$ cat src/verilog/ext_irq_pkg.sv
// Constants and carrier types for the external interrupt front end
package ext_irq_pkg;

  // Vector types of each request source
  localparam logic [7:0] VEC_REQ_A = 8'h0c;
  localparam logic [7:0] VEC_REQ_B = 8'h0d;
  localparam logic [7:0] VEC_REQ_C = 8'h0e;
  localparam logic [7:0] VEC_REQ_D = 8'h0f;
  localparam logic [7:0] VEC_REQ_E = 8'h11;
  localparam logic [7:0] VEC_NMI   = 8'h02;

  // Bit positions within the maskable request vector
  localparam int REQ_A = 0;
  localparam int REQ_B = 1;
  localparam int REQ_C = 2;
  localparam int REQ_D = 3;
  localparam int REQ_E = 4;
  localparam int NUM_REQ = 5;

  // Synchroniser depth and reset values
  localparam int         SYNC_STAGES = 2;
  localparam logic [4:0] MASK_RESET  = 5'h1f;
  localparam logic [4:0] REQ_RESET   = 5'h00;

  typedef enum logic [2:0] {
    ST_IDLE = 3'b001,
    ST_ACK  = 3'b010,
    ST_DONE = 3'b100
  } ack_state_t;

  // Request presented to the core
  typedef struct packed {
    logic       valid;
    logic       nmi;
    logic [7:0] vector;
  } irq_req_t;

endpackage : ext_irq_pkg

$ cat src/verilog/pin_sync.sv
// Two-stage synchroniser for one asynchronous pin
`timescale 1ns/1ps
module pin_sync
  import ext_irq_pkg::*;
(
  // Clock and reset
  input  wire logic ref_clk,
  input  wire logic srst,
  // Pin and result
  input  wire logic pin_in,
  output logic      pin_sync_out
);

  logic [SYNC_STAGES-1:0] stage_q;
  logic [SYNC_STAGES-1:0] stage_d;

  always_comb begin
    stage_d = {stage_q[SYNC_STAGES-2:0], pin_in};
  end

  always_ff @(posedge ref_clk) begin
    if (srst) begin
      stage_q <= '0;
    end else begin
      stage_q <= stage_d;
    end
  end

  assign pin_sync_out = stage_q[SYNC_STAGES-1];

endmodule : pin_sync

$ cat src/verilog/ext_irq_pins.sv
// External interrupt front end: request pins, expansion acknowledges, latched non-maskable request
//
// Summary of operation
// - Requests a and b vector to types 12 and 13.
// - Requests c, d and e vector to types 14, 15 and 17.
// - In expansion mode the c and d pins act as acknowledge outputs for requests a and b.
// - In expansion mode acknowledge a is driven low to answer a taken request a.
// - In expansion mode acknowledge b is driven low to answer a taken request b.
// - A rising edge on the non-maskable request is serviced as type 2 regardless of the mask.
// - The non-maskable request is latched until the core services it.
`timescale 1ns/1ps
module ext_irq_pins
  import ext_irq_pkg::*;
(
  // Clock and reset
  input  wire logic     ref_clk,
  input  wire logic     srst,
  // Request pins
  input  wire logic     ext_request_a,
  input  wire logic     ext_request_b,
  input  wire logic     ext_request_c_in,
  input  wire logic     ext_request_d_in,
  input  wire logic     ext_request_e,
  input  wire logic     nmi_request,
  // Shared c/d pins, acknowledge side
  output logic          ack_a_low,
  output logic          ack_a_oe,
  output logic          ack_b_low,
  output logic          ack_b_oe,
  // Core control
  input  wire logic     expansion_en,
  input  wire logic [4:0] mask,
  // Request to core and its acknowledge
  output irq_req_t      irq_req,
  input  wire logic     irq_taken
);

  logic [NUM_REQ-1:0] pin_raw;
  logic [NUM_REQ-1:0] req_sync;
  logic               nmi_sync;

  always_comb begin
    pin_raw[REQ_A] = ext_request_a;
    pin_raw[REQ_B] = ext_request_b;
    pin_raw[REQ_C] = ext_request_c_in;
    pin_raw[REQ_D] = ext_request_d_in;
    pin_raw[REQ_E] = ext_request_e;
  end

  genvar gi;
  generate
    for (gi = 0; gi < NUM_REQ; gi++) begin : g_sync
      pin_sync u_sync (
        .ref_clk      (ref_clk),
        .srst         (srst),
        .pin_in       (pin_raw[gi]),
        .pin_sync_out (req_sync[gi])
      );
    end
  endgenerate

  pin_sync u_nmi_sync (
    .ref_clk      (ref_clk),
    .srst         (srst),
    .pin_in       (nmi_request),
    .pin_sync_out (nmi_sync)
  );

  // Non-maskable edge detect and latch state
  logic               nmi_prev_q;
  logic               nmi_prev_d;
  logic               nmi_pend_q;
  logic               nmi_pend_d;
  logic               nmi_rise;
  logic               nmi_serviced;
  logic               nmi_present;

  // Request register
  logic [NUM_REQ-1:0] active;
  irq_req_t           req_q;
  irq_req_t           req_d;

  // Expansion acknowledge state
  ack_state_t         st_q;
  ack_state_t         st_d;
  logic               ack_take;
  logic               ack_for_a;
  logic               ack_for_b;
  logic               ack_a_q;
  logic               ack_a_d;
  logic               ack_b_q;
  logic               ack_b_d;

  assign nmi_rise     = nmi_sync & ~nmi_prev_q;
  assign nmi_serviced = irq_taken & req_q.valid & req_q.nmi;

  always_comb begin
    nmi_prev_d = nmi_sync;
    nmi_pend_d = nmi_pend_q;
    if (nmi_serviced) begin
      nmi_pend_d = 1'b0;
    end
    // A new edge in the clearing cycle wins
    if (nmi_rise) begin
      nmi_pend_d = 1'b1;
    end
  end

  always_ff @(posedge ref_clk) begin
    if (srst) begin
      nmi_prev_q <= 1'b0;
      nmi_pend_q <= 1'b0;
    end else begin
      nmi_prev_q <= nmi_prev_d;
      nmi_pend_q <= nmi_pend_d;
    end
  end

  // Drops in the taking cycle so the core cannot take it twice
  assign nmi_present = nmi_pend_q & nmi_pend_d;

  // Level requests, c and d lost to the pins in expansion mode
  always_comb begin
    active = req_sync & ~mask;
    if (expansion_en) begin
      active[REQ_C] = 1'b0;
      active[REQ_D] = 1'b0;
    end
  end

  // Expansion answer due for a taken request a or b
  assign ack_for_a = (req_q.vector == VEC_REQ_A);
  assign ack_for_b = (req_q.vector == VEC_REQ_B);
  assign ack_take  = irq_taken & req_q.valid & ~req_q.nmi & expansion_en &
                     (ack_for_a | ack_for_b) & (st_q == ST_IDLE);

  // Fixed priority: nmi, then a..e
  always_comb begin
    req_d = '0;
    if (nmi_present) begin
      req_d.valid  = 1'b1;
      req_d.nmi    = 1'b1;
      req_d.vector = VEC_NMI;
    end else if (active[REQ_A]) begin
      req_d.valid  = 1'b1;
      req_d.vector = VEC_REQ_A;
    end else if (active[REQ_B]) begin
      req_d.valid  = 1'b1;
      req_d.vector = VEC_REQ_B;
    end else if (active[REQ_C]) begin
      req_d.valid  = 1'b1;
      req_d.vector = VEC_REQ_C;
    end else if (active[REQ_D]) begin
      req_d.valid  = 1'b1;
      req_d.vector = VEC_REQ_D;
    end else if (active[REQ_E]) begin
      req_d.valid  = 1'b1;
      req_d.vector = VEC_REQ_E;
    end
    // Withdrawn from the taking edge until the handshake ends
    if (ack_take || st_q != ST_IDLE) begin
      req_d = req_q;
      req_d.valid = 1'b0;
    end
  end

  always_ff @(posedge ref_clk) begin
    if (srst) begin
      req_q <= '0;
    end else begin
      req_q <= req_d;
    end
  end

  // Acknowledge handshake for expansion requests
  always_comb begin
    st_d    = st_q;
    ack_a_d = 1'b1;
    ack_b_d = 1'b1;
    case (st_q)
      ST_IDLE: begin
        if (ack_take) begin
          st_d    = ST_ACK;
          ack_a_d = ~ack_for_a;
          ack_b_d = ~ack_for_b;
        end
      end
      ST_ACK: begin
        // Acknowledge low for this one cycle
        st_d = ST_DONE;
      end
      ST_DONE: begin
        // Gap before the request may return
        st_d = ST_IDLE;
      end
      default: begin
        st_d = ST_IDLE;
      end
    endcase
  end

  always_ff @(posedge ref_clk) begin
    if (srst) begin
      st_q    <= ST_IDLE;
      ack_a_q <= 1'b1;
      ack_b_q <= 1'b1;
    end else begin
      st_q    <= st_d;
      ack_a_q <= ack_a_d;
      ack_b_q <= ack_b_d;
    end
  end

  // Outputs
  assign irq_req   = req_q;

  assign ack_a_low = ack_a_q;
  assign ack_b_low = ack_b_q;
  assign ack_a_oe  = expansion_en;
  assign ack_b_oe  = expansion_en;

endmodule : ext_irq_pins

$ cat config.mk
export PLATFORM = sky130hd
export DESIGN_NAME = ext_irq_pins
export DESIGN_NICKNAME = d
export VERILOG_FILES = /design/src/verilog/ext_irq_pkg.sv /design/src/verilog/pin_sync.sv /design/src/verilog/ext_irq_pins.sv
export SDC_FILE = /design/constraint.sdc
export NUM_CORES = 1
export LEC_CHECK = 0
export BUFFER_PORTS_ARGS = -buffer_cell sky130_fd_sc_hd__buf_4
export CAP_MARGIN = 30
export CORE_UTILIZATION = 51
export CTS_BUF_LIST = sky130_fd_sc_hd__clkbuf_8
export CTS_CLUSTER_SIZE = 16
export DETAILED_ROUTE_END_ITERATION = 10
export GPL_TIMING_DRIVEN = 0
export HOLD_SLACK_MARGIN = 0.02
export PLACE_DENSITY = 0.87
export SETUP_SLACK_MARGIN = 0.02
export SLEW_MARGIN = 20
export SYNTH_ARGS = -nofsm -noshare
export SYNTH_HDL_FRONTEND = slang
export SYNTH_SLANG_ARGS = --single-unit
$ cat constraint.sdc
create_clock -name ref_clk -period 1.9 [get_ports ref_clk]
set_clock_uncertainty 0.1 [all_clocks]
set_input_delay 0.19 -clock ref_clk [delete_from_list [all_inputs] [get_ports ref_clk]]
set_output_delay 0.19 -clock ref_clk [all_outputs]
set_load 0.01 [all_outputs]
==> metrics.txt <==
status=complete, no violations; die height=44.67 um; vias in the first global route=626; CTS tree=done; crit path launch=g_sync[3].u_sync.stage_q[1]$_SDFF_PP0_; RSZ-0062 raised after global routing=no; Setup Viol. Count Final=0; row count=15; Cell Area, Synth=928.4 sq um; Post-CTS Hold Fix Bufs=0; DR vias/cell=4.839; Yosys cell types=29; DR iter-0 viols=11; Buffers on Ports=25; Filler Cell Count=129; Setup CP Type=reg -> reg; CTS Buf Count=3; quantity of gates resized following cts=0; pin count of the biggest net entering global routing=14; power per cell area=786.6 nW/um^2; H-Tree Depth=1; GRT overflow=0; Max Slew Vio Count=0; crit-path max FO=2; critical path required time=1.99 ns; min-delay worst type=in -> reg; fraction of layout instances using a drive strength above 1=29.84%; Ys Warns=0; die area=1995 sq um; Final Hold Violating Endpoints=0; Worst Setup Start Kind=register; Mean Syn Cell Area=9.983 sq um; CTS root buf=clkbuf_8; Max Freq=0.5920 GHz; Total GRT Usage=17.49%; initial antenna violation count=0; most frequent cells in the layout=buf_4 (33), dfxtp_1 (25), nor2b_1 (16); leading cell type in the layout, fill and taps excluded=buf_4; Max Cap Viol=0; clock tree buffer depth=2; Die Span X=44.67 um; nets@finish=140; leakage power=0.0005148 uW; Final min period=1.689 ns; synth-to-layout area growth=29.25%; first-pass GRT wire length=2.456 mm; routed length per instance=10.85 um; Reg-to-Reg Start=g_sync[3].u_sync.stage_q[1]$_SDFF_PP0_; clk slew on worst S/H paths=0.08 ns; Starting Density=54.36%; DRC violations left=0; clock sinks=25; HP Start=ext_request_a; # diodes=0; area of the core=1708 sq um; Final Cycle Share=88.90%; TritonRoute pass-1 iters=4; Placer Congestion=0.7644; Setup Buffers After CTS=0; setup total negative slack=0 ns; FF+latch count, synth=25; sequential share of the synthesized area=53.91%; Boundary Pins=29; Vias=721; Syn Inst Count=93; signal arrival time at the worst endpoint=1.78 ns; post-route ant nets=0; VDD IR max=0.0006117 V; Detailed Route WL=1.617 mm; Worst-Skew Late Latency=0.26 ns; Hold WS=0.03708 ns; crit end category=register
-- per-layer routing --
layer | up-vias | part of all wire (%) | global-route usage (%)
met5 | - | 0 | 0
met4 | 0 | 0.37 | 9.091
met3 | 2 | 4.2 | 2.857
met2 | 24 | 57 | 36.18
met1 | 328 | 38 | 15.52
li1 | 367 | - | -
-- report_power, final --
| group | internal (uW) | switching (uW) |
|---|---|---|
| Combinational | 58.3 | 40.3 |
| Clock | 144 | 150 |
| Sequential | 543 | 8.50 |
-- layout make-up --
class	instances	area [sq um]	share of cell area, %
well taps	25	31.28	2.607
inverters	1	3.754	0.3128
multi-input cells	60	367.9	30.66
repair buffers	25	187.7	15.64
clock buffers	3	41.29	3.441
plain buffers	9	63.81	5.318
clock inverters	1	3.754	0.3128
flip-flops and latches	25	500.5	41.71
-- state kept, by name, summed over array words and instances (netlist names) --
register               count
ack_a_low                  1
ack_b_low                  1
g_sync.u_sync.stage_q     10
irq_req                    6
nmi_pend_q                 1
nmi_prev_q                 1
st_q                       3
u_nmi_sync.stage_q         2
-- kinds of logic after synthesis --
kind of cell    after synthesis  synth area share [%]
compound gates               10                 7.546
simple gates                 45                 28.84
buf+inv                      10                 7.277
other cells                   1                0.4039
mux                           1                 1.078
flops                        25                 53.91
xor+xnor                      1                0.9436
-- per-stage QoR --
| stage | instances | instance area, sq um | utilization, % | power [uW] | worst slack (ns) |
|---|---|---|---|---|---|
| 3_3_place_gp | 145 | 1155 | 67.62 | 658.9 | 0.2332 |
| 5_1_grt | 149 | 1200 | 70.26 | 983.4 | 0.1951 |
| 6_report | 149 | 1200 | 70.26 | 943.8 | 0.2108 |
| 4_1_cts | 149 | 1200 | 70.26 | 957.0 | 0.2059 |
| 2_1_floorplan | 95 | 935.9 | - | 616.0 | 0.3341 |
| 3_5_place_dp | 145 | 1155 | 67.62 | 662.8 | 0.1996 |
-- path summary, 6_finish.rpt --
path | to | slack, ns | cells past startpoint
setup / recovery | irq_req[0]$_SDFFE_PP0N_ | 0.21 | 4
setup reg to reg | irq_req[0]$_SDFFE_PP0N_ | 0.21 | 4
hold reg to reg | ack_b_low$_SDFF_PP1_ | 0.32 | 1
hold / removal | g_sync[0].u_sync.stage_q[0]$_SDFF_PP0_ | 0.04 | 2
-- cells in the mapped netlist --
cell / count / area (sq um)
or2b_1: 1 / 7.510
clkbuf_1: 1 / 3.750
xor2_1: 1 / 8.760
inv_1: 1 / 3.750
a32o_1: 1 / 10.01
nor2b_1: 16 / 100.1
nand2b_1: 5 / 31.28
or3_1: 1 / 6.260
nand4_1: 1 / 6.260
o21a_1: 1 / 7.510
or3b_1: 1 / 8.760
conb_1: 1 / 3.750
mux2i_1: 1 / 10.01
o41ai_1: 1 / 8.760
a21oi_1: 3 / 15.01
nand3b_1: 1 / 7.510
and2b_4: 1 / 10.01
nand3_1: 3 / 15.01
nor3_1: 5 / 25.02
nor3b_1: 1 / 7.510
a211oi_1: 2 / 15.01
nand2_1: 2 / 7.510
a31o_1: 1 / 8.760
buf_4: 8 / 60.06
nor4b_1: 1 / 8.760
o21ai_1: 1 / 5.000
or4_1: 1 / 7.510
nor2_1: 5 / 18.77
dfxtp_1: 25 / 500.5
-- critical path, stage by stage, from the launching register on --
cell	delay [ns]
dfxtp_1	0.34
or3b_1	0.35
a31o_1	0.23
or4_1	0.46
a21oi_1	0.14
Power figures use the tool's default switching activity.
